--- src/inc/sys_cfg_pkg.sv ---
// package: offsets, fields, reset values and types of the system configuration bank
package sys_cfg_pkg;
    localparam logic [7:0] OFS_PAN = 8'h18;
    localparam logic [7:0] OFS_CLK_DIV = 8'h19;
    localparam logic [7:0] OFS_POWER = 8'h1A;
    localparam logic [7:0] OFS_IF_DIS = 8'h1B;
    localparam logic [7:0] OFS_STRAP_LO = 8'h1C;
    localparam logic [7:0] OFS_STRAP_HI = 8'h1D;
    localparam logic [7:0] OFS_DIR_LO = 8'h1E;
    localparam logic [7:0] OFS_DIR_HI = 8'h1F;
    localparam logic [7:0] OFS_STATE_LO = 8'h20;
    localparam logic [7:0] OFS_STATE_HI = 8'h21;
    localparam logic [7:0] OFS_OPEN_LO = 8'h28;
    localparam logic [7:0] OFS_OPEN_HI = 8'h2F;
    // field positions
    localparam int PAN_S2_LSB = 4;
    localparam int MCLK_DIV_BIT = 2;
    localparam int IF_DIS_BIT = 7;
    localparam int HFB_DIS_BIT = 0;
    localparam int POL_STRAP_BIT = 10;
    localparam int DAC_STRAP_BIT = 8;
    localparam int MEMCFG_STRAP_LSB = 6;
    localparam int GPIO_DAC_LSB = 4;
    localparam int GPIO_MEM_LSB = 1;
    localparam int GPIO_MEM_MSB = 3;
    // reset values
    localparam logic [7:0] RST_PAN = 8'h00;
    localparam logic [7:0] RST_CLK_DIV = 8'h00;
    localparam logic [7:0] RST_POWER = 8'h00;
    localparam logic [7:0] RST_IF_DIS = 8'h80;
    localparam logic [11:0] RST_DIR = 12'h000;
    localparam logic [11:0] RST_STATE = 12'h000;
    // bits-per-pixel select codes
    localparam logic [2:0] BPP_1 = 3'h0;
    localparam logic [2:0] BPP_2 = 3'h1;
    localparam logic [2:0] BPP_4 = 3'h2;
    localparam logic [2:0] BPP_8 = 3'h3;

    typedef struct packed {
        logic [3:0] unused;
        logic panel_pwr_dis;
        logic [1:0] refresh_sel;
        logic sw_suspend;
    } power_save_t;

    typedef struct packed {
        logic [1:0] unused;
        logic mclk_half;
        logic [1:0] pclk_div;
    } clock_div_t;

    typedef enum logic [1:0] {REF_CBR, REF_SELF, REF_NONE} refresh_t;
endpackage

--- src/design/system_config_register_bank.sv ---
// system configuration register bank: panning, clock dividers, power save, gpio
//
// Notes on behaviour
// - pan register: high nibble screen 2, low screen 1
// - each screen shifts left by its pan
// - pan bits used: 4 at 1bpp, 3/2bpp, 2/4bpp
// - memory clock halves when divide bit set
// - pixel clock divides memory clock 1 to 4
// - panel power disable forces output off
// - panel power polarity from strap at reset
// - suspend refresh: cbr, self, or none
// - software suspend follows its enable bit
// - host interface disable resets to one
// - disabled host reaches only listed registers
// - half frame buffer follows disable bit
// - single panel always disables half frame buffer
// - sixteen straps captured at reset, read back
// - direction bit one output, zero input
// - pins 4 to 11 need dac strap high
// - pins 1 to 3 need memory straps equal to MEMCFG_GPIO_CODE
// - output drives state bit, input reads pin
//
// Implementation choice: the plain strobed port.
`timescale 1ns/100ps
module system_config_register_bank
    import sys_cfg_pkg::*;
#(
    parameter int GPIO_COUNT = 12,
    parameter logic [1:0] MEMCFG_GPIO_CODE = 2'h0
) (
    // clock and reset
    input wire logic i_mclk,
    input wire logic i_rstn,
    // register port
    input wire logic [7:0] i_addr,
    input wire logic [7:0] i_wdata,
    input wire logic i_wr,
    input wire logic i_rd,
    output logic [7:0] o_rdata,
    // display context
    input wire logic [2:0] i_bpp_sel,
    input wire logic i_single_panel,
    input wire logic i_panel_seq_on,
    // strap pins
    input wire logic [15:0] i_strap_pins,
    // general purpose pins and their shared functions
    input wire logic [11:0] i_gpio_in,
    input wire logic [11:0] i_alt_func_out,
    output logic [11:0] o_gpio_out,
    output logic [11:0] o_gpio_oe_n,
    // clock enables
    output logic o_mem_clk_en,
    output logic o_pix_clk_en,
    // panning
    output logic [3:0] o_pan_shift_s1,
    output logic [3:0] o_pan_shift_s2,
    // power and misc
    output logic o_panel_power_out,
    output logic o_suspend_active,
    output logic o_cbr_refresh,
    output logic o_self_refresh,
    output logic o_half_fb_enable,
    output logic o_host_if_enabled
);

    if (GPIO_COUNT != 12) begin : g_bad_count
        $error("gpio count must be 12");
    end

    ////////////////////////////////////////////////////////////////////////
    // helpers

    function automatic logic [3:0] pan_mask(input logic [2:0] bpp, input logic [3:0] pan);
        logic [3:0] m;
        m = 4'h0;
        case (bpp)
            BPP_1: m = 4'hF;
            BPP_2: m = 4'h7;
            BPP_4: m = 4'h3;
            BPP_8: m = 4'h1;
            default: m = 4'h0;
        endcase
        return pan & m;
    endfunction

    function automatic logic in_range(input logic [7:0] a, input logic [7:0] lo,
                                      input logic [7:0] hi);
        return (a >= lo) && (a <= hi);
    endfunction

    ////////////////////////////////////////////////////////////////////////
    // registers

    logic [7:0] pan_ff;
    clock_div_t clk_div_ff;
    power_save_t power_ff;
    logic host_dis_ff;
    logic hfb_dis_ff;
    logic [11:0] dir_ff;
    logic [11:0] state_ff;
    logic [15:0] strap_meta_ff;
    logic [15:0] strap_sync_ff;
    logic [15:0] strap_ff;
    logic strap_done_ff;
    logic [11:0] gpio_meta_ff;
    logic [11:0] gpio_sync_ff;
    logic wr_ok;
    logic rd_ok;
    logic [7:0] nxt_rdata;

    // host access gate while the host interface is disabled
    always_comb begin
        wr_ok = i_wr && (!host_dis_ff || (i_addr == OFS_IF_DIS));
        rd_ok = i_rd && (!host_dis_ff || (i_addr == OFS_IF_DIS) || (i_addr == OFS_POWER)
                || in_range(i_addr, OFS_OPEN_LO, OFS_OPEN_HI));
    end

    always_ff @(posedge i_mclk or negedge i_rstn) begin
        if (!i_rstn) begin
            pan_ff <= RST_PAN;
        end else if (wr_ok && (i_addr == OFS_PAN)) begin
            pan_ff <= i_wdata;
        end
    end

    always_ff @(posedge i_mclk or negedge i_rstn) begin
        if (!i_rstn) begin
            clk_div_ff <= clock_div_t'(RST_CLK_DIV[4:0]);
        end else if (wr_ok && (i_addr == OFS_CLK_DIV)) begin
            clk_div_ff <= {2'h0, i_wdata[MCLK_DIV_BIT:0]};
        end
    end

    always_ff @(posedge i_mclk or negedge i_rstn) begin
        if (!i_rstn) begin
            power_ff <= power_save_t'(RST_POWER);
        end else if (wr_ok && (i_addr == OFS_POWER)) begin
            power_ff <= power_save_t'({4'h0, i_wdata[3:0]});
        end
    end

    always_ff @(posedge i_mclk or negedge i_rstn) begin
        if (!i_rstn) begin
            host_dis_ff <= RST_IF_DIS[IF_DIS_BIT];
            hfb_dis_ff <= RST_IF_DIS[HFB_DIS_BIT];
        end else if (wr_ok && (i_addr == OFS_IF_DIS)) begin
            host_dis_ff <= i_wdata[IF_DIS_BIT];
            hfb_dis_ff <= i_wdata[HFB_DIS_BIT];
        end
    end

    always_ff @(posedge i_mclk or negedge i_rstn) begin
        if (!i_rstn) begin
            dir_ff <= RST_DIR;
        end else if (wr_ok && (i_addr == OFS_DIR_LO)) begin
            dir_ff[7:0] <= i_wdata;
        end else if (wr_ok && (i_addr == OFS_DIR_HI)) begin
            dir_ff[11:8] <= i_wdata[3:0];
        end
    end

    always_ff @(posedge i_mclk or negedge i_rstn) begin
        if (!i_rstn) begin
            state_ff <= RST_STATE;
        end else if (wr_ok && (i_addr == OFS_STATE_LO)) begin
            state_ff[7:0] <= i_wdata;
        end else if (wr_ok && (i_addr == OFS_STATE_HI)) begin
            state_ff[11:8] <= i_wdata[3:0];
        end
    end

    ////////////////////////////////////////////////////////////////////////
    // strap capture: synchroniser runs through reset, first edge after release latches

    always_ff @(posedge i_mclk) begin
        strap_meta_ff <= i_strap_pins;
        strap_sync_ff <= strap_meta_ff;
    end

    always_ff @(posedge i_mclk or negedge i_rstn) begin
        if (!i_rstn) begin
            strap_ff <= 16'h0000;
            strap_done_ff <= 1'b0;
        end else if (!strap_done_ff) begin
            strap_ff <= strap_sync_ff;
            strap_done_ff <= 1'b1;
        end
    end

    always_ff @(posedge i_mclk or negedge i_rstn) begin
        if (!i_rstn) begin
            gpio_meta_ff <= 12'h000;
            gpio_sync_ff <= 12'h000;
        end else begin
            gpio_meta_ff <= i_gpio_in;
            gpio_sync_ff <= gpio_meta_ff;
        end
    end

    ////////////////////////////////////////////////////////////////////////
    // read port

    logic [11:0] gpio_readback;

    always_comb begin
        gpio_readback = (dir_ff & state_ff) | (~dir_ff & gpio_sync_ff);
    end

    always_comb begin
        nxt_rdata = 8'h00;
        if (rd_ok) begin
            case (i_addr)
                OFS_PAN: nxt_rdata = pan_ff;
                OFS_CLK_DIV: nxt_rdata = {3'h0, clk_div_ff};
                OFS_POWER: nxt_rdata = power_ff;
                OFS_IF_DIS: nxt_rdata = {host_dis_ff, 6'h00, hfb_dis_ff};
                OFS_STRAP_LO: nxt_rdata = strap_ff[7:0];
                OFS_STRAP_HI: nxt_rdata = strap_ff[15:8];
                OFS_DIR_LO: nxt_rdata = dir_ff[7:0];
                OFS_DIR_HI: nxt_rdata = {4'h0, dir_ff[11:8]};
                OFS_STATE_LO: nxt_rdata = gpio_readback[7:0];
                OFS_STATE_HI: nxt_rdata = {4'h0, gpio_readback[11:8]};
                default: nxt_rdata = 8'h00;
            endcase
        end
    end

    always_ff @(posedge i_mclk or negedge i_rstn) begin
        if (!i_rstn) begin
            o_rdata <= 8'h00;
        end else begin
            o_rdata <= nxt_rdata;
        end
    end

    ////////////////////////////////////////////////////////////////////////
    // clock enables

    logic mclk_tgl_ff;
    logic [1:0] pix_cnt_ff;
    logic mem_tick;

    always_comb begin
        mem_tick = clk_div_ff.mclk_half ? mclk_tgl_ff : 1'b1;
    end

    always_ff @(posedge i_mclk or negedge i_rstn) begin
        if (!i_rstn) begin
            mclk_tgl_ff <= 1'b0;
        end else begin
            mclk_tgl_ff <= ~mclk_tgl_ff;
        end
    end

    always_ff @(posedge i_mclk or negedge i_rstn) begin
        if (!i_rstn) begin
            pix_cnt_ff <= 2'h0;
        end else if (mem_tick) begin
            pix_cnt_ff <= (pix_cnt_ff >= clk_div_ff.pclk_div) ? 2'h0 : pix_cnt_ff + 2'h1;
        end
    end

    always_ff @(posedge i_mclk or negedge i_rstn) begin
        if (!i_rstn) begin
            o_mem_clk_en <= 1'b0;
            o_pix_clk_en <= 1'b0;
        end else begin
            o_mem_clk_en <= mem_tick;
            o_pix_clk_en <= mem_tick && (pix_cnt_ff >= clk_div_ff.pclk_div);
        end
    end

    ////////////////////////////////////////////////////////////////////////
    // panning

    always_ff @(posedge i_mclk or negedge i_rstn) begin
        if (!i_rstn) begin
            o_pan_shift_s1 <= 4'h0;
            o_pan_shift_s2 <= 4'h0;
        end else begin
            o_pan_shift_s1 <= pan_mask(i_bpp_sel, pan_ff[PAN_S2_LSB-1:0]);
            o_pan_shift_s2 <= pan_mask(i_bpp_sel, pan_ff[7:PAN_S2_LSB]);
        end
    end

    ////////////////////////////////////////////////////////////////////////
    // power save and misc

    refresh_t refresh_mode;
    logic pwr_on_level;

    always_comb begin
        case (power_ff.refresh_sel)
            2'h0: refresh_mode = REF_CBR;
            2'h1: refresh_mode = REF_SELF;
            default: refresh_mode = REF_NONE;
        endcase
        pwr_on_level = strap_ff[POL_STRAP_BIT];
    end

    always_ff @(posedge i_mclk or negedge i_rstn) begin
        if (!i_rstn) begin
            o_panel_power_out <= 1'b0;
        end else if (power_ff.panel_pwr_dis || !i_panel_seq_on) begin
            o_panel_power_out <= ~pwr_on_level;
        end else begin
            o_panel_power_out <= pwr_on_level;
        end
    end

    always_ff @(posedge i_mclk or negedge i_rstn) begin
        if (!i_rstn) begin
            o_suspend_active <= 1'b0;
            o_cbr_refresh <= 1'b0;
            o_self_refresh <= 1'b0;
        end else begin
            o_suspend_active <= power_ff.sw_suspend;
            o_cbr_refresh <= power_ff.sw_suspend && (refresh_mode == REF_CBR);
            o_self_refresh <= power_ff.sw_suspend && (refresh_mode == REF_SELF);
        end
    end

    always_ff @(posedge i_mclk or negedge i_rstn) begin
        if (!i_rstn) begin
            o_half_fb_enable <= 1'b0;
            o_host_if_enabled <= 1'b0;
        end else begin
            o_half_fb_enable <= !hfb_dis_ff && !i_single_panel;
            o_host_if_enabled <= !host_dis_ff;
        end
    end

    ////////////////////////////////////////////////////////////////////////
    // general purpose pins

    logic [11:0] gpio_func;

    always_comb begin
        gpio_func = 12'h001;
        gpio_func[11:GPIO_DAC_LSB] = {8{strap_ff[DAC_STRAP_BIT]}};
        gpio_func[GPIO_MEM_MSB:GPIO_MEM_LSB] =
            {3{strap_ff[MEMCFG_STRAP_LSB+1:MEMCFG_STRAP_LSB] == MEMCFG_GPIO_CODE}};
    end

    always_ff @(posedge i_mclk or negedge i_rstn) begin
        if (!i_rstn) begin
            o_gpio_out <= 12'h000;
            o_gpio_oe_n <= 12'hFFF;
        end else begin
            o_gpio_out <= (gpio_func & state_ff) | (~gpio_func & i_alt_func_out);
            o_gpio_oe_n <= gpio_func & ~dir_ff;
        end
    end

endmodule

--- config.mk ---
export PLATFORM = sky130hd
export DESIGN_NAME = system_config_register_bank
export DESIGN_NICKNAME = d
export VERILOG_FILES = /design/src/inc/sys_cfg_pkg.sv /design/src/design/system_config_register_bank.sv
export SDC_FILE = /design/constraint.sdc
export NUM_CORES = 1
export LEC_CHECK = 0
export BUFFER_PORTS_ARGS = -buffer_cell sky130_fd_sc_hd__buf_2
export CAP_MARGIN = 10
export CORE_ASPECT_RATIO = 1.5
export CORE_UTILIZATION = 25
export DETAILED_ROUTE_END_ITERATION = 8
export HOLD_SLACK_MARGIN = 0.06
export PLACE_DENSITY = 0.46
export SKIP_LAST_GASP = 1
export SYNTH_ARGS = -nofsm -noshare
export SYNTH_HDL_FRONTEND = slang
export SYNTH_SLANG_ARGS = --single-unit
--- constraint.sdc ---
create_clock -name i_mclk -period 4.2 [get_ports i_mclk]
set_input_delay 0.84 -clock i_mclk [delete_from_list [all_inputs] [get_ports i_mclk]]
set_output_delay 0.84 -clock i_mclk [all_outputs]
set_load 0.05 [all_outputs]
## Word-level counts from Yosys, hierarchy flattened

Cells that the tools add are included.

- Add/sub/neg operators: 1
- Order comparisons: 3
- Eq/ne operators: 15
- Muxes and demuxes: 7
- Bitwise gates (word level): 15
- Reductions and logical operators: 29

Operators by type and width:

| kind | count |
|---|---|
| case mux 8 bit (10 select lines) | 1 |
| == test 8 x 5 -> 1 bit, second input constant | 8 |
| bitwise AND 12 bit | 5 |
| inverter 12 bit | 2 |
| OR 12 bit | 2 |
| == test 8 x 6 -> 1 bit, second input constant | 2 |
| case mux 4 bit (4 select lines) | 1 |
| logical AND 1 bit | 15 |
| bitwise AND 4 bit | 2 |
| greater-or-equal comparator 8 x 6 -> 1 bit, second input constant | 1 |
| less-or-equal comparator 8 x 6 -> 1 bit, second input constant | 1 |
| two-way mux 8 bit | 1 |
| == test 3 x 2 -> 1 bit, second input constant | 2 |
| logical NOT 2 bit | 3 |
| == test 2 x 1 -> 1 bit, second input constant | 2 |
| logical NOT 1 bit | 4 |
| logical OR 1 bit | 4 |
| inverter 1 bit | 4 |
| case mux 2 bit (2 select lines) | 1 |
| AND reduction 2 bit | 2 |
| == test 3 x 1 -> 1 bit, second input constant | 1 |
| logical NOT 3 bit | 1 |
| adder 2 x 1 -> 2 bit, second input constant | 1 |
| greater-or-equal comparator 2 bit | 1 |
| 2 further kinds | 3 |

- Register bits: 165
- Input bits: 65
- Output and inout port bits: 48
- Word-level logic and storage cells: 103

## Depth between registers and ports, before layout

- Depth after elaboration: 6
- Depth in mapped cells: 7
- Mapped depth without buffers: 6

## Least setup slack after synthesis

No wires, ideal clock.

- Path type: in2reg
- From: in i_addr[6]
- To: reg state_ff[10]
- Setup time: 0.125 ns
- Arrival: 1.968 ns
- Data required time: 4.075 ns
- Path slack: 2.107 ns
- Stages on the path: 6
- Buffers on the path: 1
- Cells stage by stage: nor2_1 nand4_2 nor2_2 and3_1 buf_2 mux2_2

- Word-level cells in the longest chain between the ends: 6
- Elaborated cells on any way between the ends: 9
- Classes of those cells: eq/ne (3); bitwise (1); reduce/logical (5)

RTL lines:

| element | RTL line | RTL |
|---|---|---|
| from (decl) | system_config_register_bank.sv:35 | `input wire logic [7:0] i_addr,` |
| == test 8 x 5 -> 1 bit | system_config_register_bank.sv:113 | `wr_ok = i_wr && (!host_dis_ff \|\| (i_addr == OFS_IF_DIS));` |
| logical OR 1 bit | system_config_register_bank.sv:113 |  |
| logical AND 1 bit | system_config_register_bank.sv:113 |  |
| logical AND 1 bit | system_config_register_bank.sv:165 | `end else if (wr_ok && (i_addr == OFS_STATE_LO)) begin` |
| inverter 1 bit (no source line) | -- |  |
| AND reduction 2 bit (no source line) (*) | -- |  |
| to (signal assigned) | system_config_register_bank.sv:168 | `state_ff[11:8] <= i_wdata[3:0];` |
| to (decl) | system_config_register_bank.sv:100 | `logic [11:0] state_ff;` |

Mark *: on every way between the ends. The rest lies on a longest branch, timed or not.
A chain may end at the register's enable or synchronous reset.

## Worst setup path in the final report

- From: in i_addr[0]
- To: reg dir_ff[5]

- Word-level cells in the longest chain between the ends: 4
- Elaborated cells on any way between the ends: 5
- Classes of those cells: eq/ne (2); reduce/logical (3)

RTL lines:

| element | RTL line | RTL |
|---|---|---|
| == test 8 x 5 -> 1 bit | system_config_register_bank.sv:113 |  |
| logical OR 1 bit | system_config_register_bank.sv:113 |  |
| logical AND 1 bit | system_config_register_bank.sv:113 |  |
| logical AND 1 bit (*) | system_config_register_bank.sv:155 | `end else if (wr_ok && (i_addr == OFS_DIR_LO)) begin` |
| to (signal assigned) | system_config_register_bank.sv:156 | `dir_ff[7:0] <= i_wdata;` |
| to (decl) | system_config_register_bank.sv:99 | `logic [11:0] dir_ff;` |

Marked as above.

==> metrics <==
outcome finished clean; Clk Latency, worst-skew pair 0.43 ns; Post-Synth Simple-Gate Area 8.96%; setup_tns 0 ns; sequential element share of the synthesized area 66.7%; Hold WS 0.323 ns; Peak supply drop 0.262 mV; Post-Synth Adder-Cell Area 0.419%; CTS H-tree depth 4; RSZ-0062 raised after global routing false; Congestion Overflow GR 0; WL final 14.4 mm; die width 128 um; CTS-repair resized insts 0; layout cells sized above 1 45.5%; DR WL/cell 17.0 um; drt first pass iters 4; top post-synthesis cells by area dfrtp_1, mux2_2, dfxtp_1; Worst Path Max Fanout 28; XOR/XNOR Fraction of Synth Area 0.293%; largest net degree at the start of global routing 107; Slowest cell on crit path nor2b_1; post-synthesis average cell area 14.9 um2; initial antenna violation count 0; prevailing post-synth register cell dfrtp_1; Max Clock Freq 438 MHz; worst slew pin tran 1.03 ns; io pins 113; Final Core Density 31.9%; die height 191 um; ANT cells 0; first-pass GRT wire length 22.6 mm; Placed Area 6850 um2; die area 24500 um2; P&R area growth vs syn 24.0%; crit start category primary input; ys async rst share 80.6%; Hold WC Path Type register to register; initial DRC count 161; fin crit period 2.29 ns; #FFs+latches synth 165; fill count 2323; Port-buffer cells 111; Top Registers strap_ff: 16 flops, strap_meta_ff: 16 flops, strap_sync_ff: 16 flops; Tcrit/Tclk final 54.4%; GPL Wtd Cong 0.778; crit path DAT 2.60 ns; total global-route track usage 12.7%; largest family of logic cells by synthesized area multiplexers; vias in the first global route 3829; Site Rows 68; # Post-CTS Setup Buffers 0; Worst-path clk slew 0.07 ns; hold_buf cts 0; CP bufs+invs 1; Synth Area in Compound Gates 4.96%; Final nets 586; DR vias 3583; CTS root buf clkbuf_16; max_cap viols 0; final hold vios 0; cell accounting for the most synthesized area dfrtp_1; Unique masters post-synth 56; post-detail-place hpwl 10.2 mm; Rel. slew slack 31.5%; Cells after Synth 402; Starting Density 25.7%; clk buf depth 2; CTS tree built; Worst EP required 4.51 ns; Largest delay share family, worst path simple AND/OR/NAND/NOR gates; pre-CTS setup slack 1.37 ns; Vias/cell 4.23; DR DRC count 0; Crit. End Element register; CP Cell Sequence buf_2 -> nor2b_1 -> nand3_4 -> mux2_2; Cell Area, Synth 5970 um2; final instance area 7410 um2; Mapped Nets 469; number of flops mapped to enable cells by yosys 0; final worst slack 1.91 ns; CP max stage delay 0.78 ns; max-slew violations 0; Cell Pwr Density 465 nW/um2; yosys warns 0; number of CTS-inserted buffers 17; post-synthesis mux area share 16.6%; Static Leak 3.50 nW; core box area 23200 um2; antenna-violating nets left 0; top cell type's share of synthesized area 50.3%; clock sink count 165; final setup fails 0; CP Class primary input to register; Post-Route Skew 0.00947 ns
[placed cells by master (no fill, tap or decap), drive strengths merged, types with 13 or more instances in the layout]
master,Yosys,routed
dfrtp,120,120
buf,8,113
mux2,70,70
dfxtp,32,32
clkbuf,7,19
mux2i,18,18
inv,7,16
nor2b,14,14
nor2,14,14
a21oi,13,13
dfstp,13,13
[cell families (layout without fill, tap and decap cells)]
logic type / count (synthesis) / count (layout)
AO/OA/AOI/OAI: 44 / 44
XOR/XNOR: 2 / 2
adder cells (fa/ha/maj): 2 / 2
buffers and inverters: 22 / 152
flip-flops: 165 / 165
multiplexers: 89 / 89
other: 1 / 1
AND/OR/NAND/NOR: 77 / 77
[cells in the mapped netlist (6+ instances only)]
cell,count
a21oi_1,13
mux2_2,70
dfrtp_1,120
nor2b_1,14
inv_1,7
dfxtp_1,32
dfstp_2,13
clkbuf_1,6
nor2_1,11
o21ai_0,8
mux2i_1,18
nand2_1,12
[through the flow]
stage                     power, mW  cells
after floorplan                1.88    402
after global placement         1.99    815
after detailed placement       2.00    815
after CTS                      3.50    847
after global routing           3.58    847
final                          3.44    847
[layer usage]
layer | GRT usage (%) | vias to the layer above | part of all wire, %
met3 | 3.02 | 15 | 4.8
met4 | 5.57 | 0 | 1.6
met1 | 14.6 | 1799 | 41
met2 | 22.1 | 105 | 53
met5 | 0 | - | 0
li1 | - | 1664 | -
[path summary, 6_finish.rpt]
check,startpoint,endpoint,slack [ns],cells past startpoint
hold reg to reg,strap_meta_ff[13]$_DFF_P_,strap_sync_ff[13]$_DFF_P_,0.32,0
hold / removal,strap_meta_ff[13]$_DFF_P_,strap_sync_ff[13]$_DFF_P_,0.32,0
min in group asynchronous,i_rstn,gpio_meta_ff[4]$_DFF_PN0_,0.52,1
setup / recovery,i_addr[0],dir_ff[5]$_DFFE_PN0P_,1.91,4
setup reg to reg,host_dis_ff$_DFFE_PN1P_,state_ff[10]$_DFFE_PN0P_,2.39,3
max in group asynchronous,i_rstn,o_gpio_oe_n[4]$_DFF_PN1_,2.71,2
[final cells by class]
cell class                      count  area (um2)  area share [%]
Clock buffer                       19         443            5.98
Clock inverter                     13         113            1.52
Inverter                            7        26.3           0.355
Multi-Input combinational cell    215        1870            25.2
Sequential cell                   165        3990            53.8
Tap cell                          315         394            5.32
Timing Repair Buffer              113         577            7.79
[power breakdown]
group          internal, mW  switching [mW]
logic                0.0860           0.181
clock network         0.793           0.687
registers              1.66          0.0352
total                  2.54           0.903
Power figures use the tool's default switching activity.
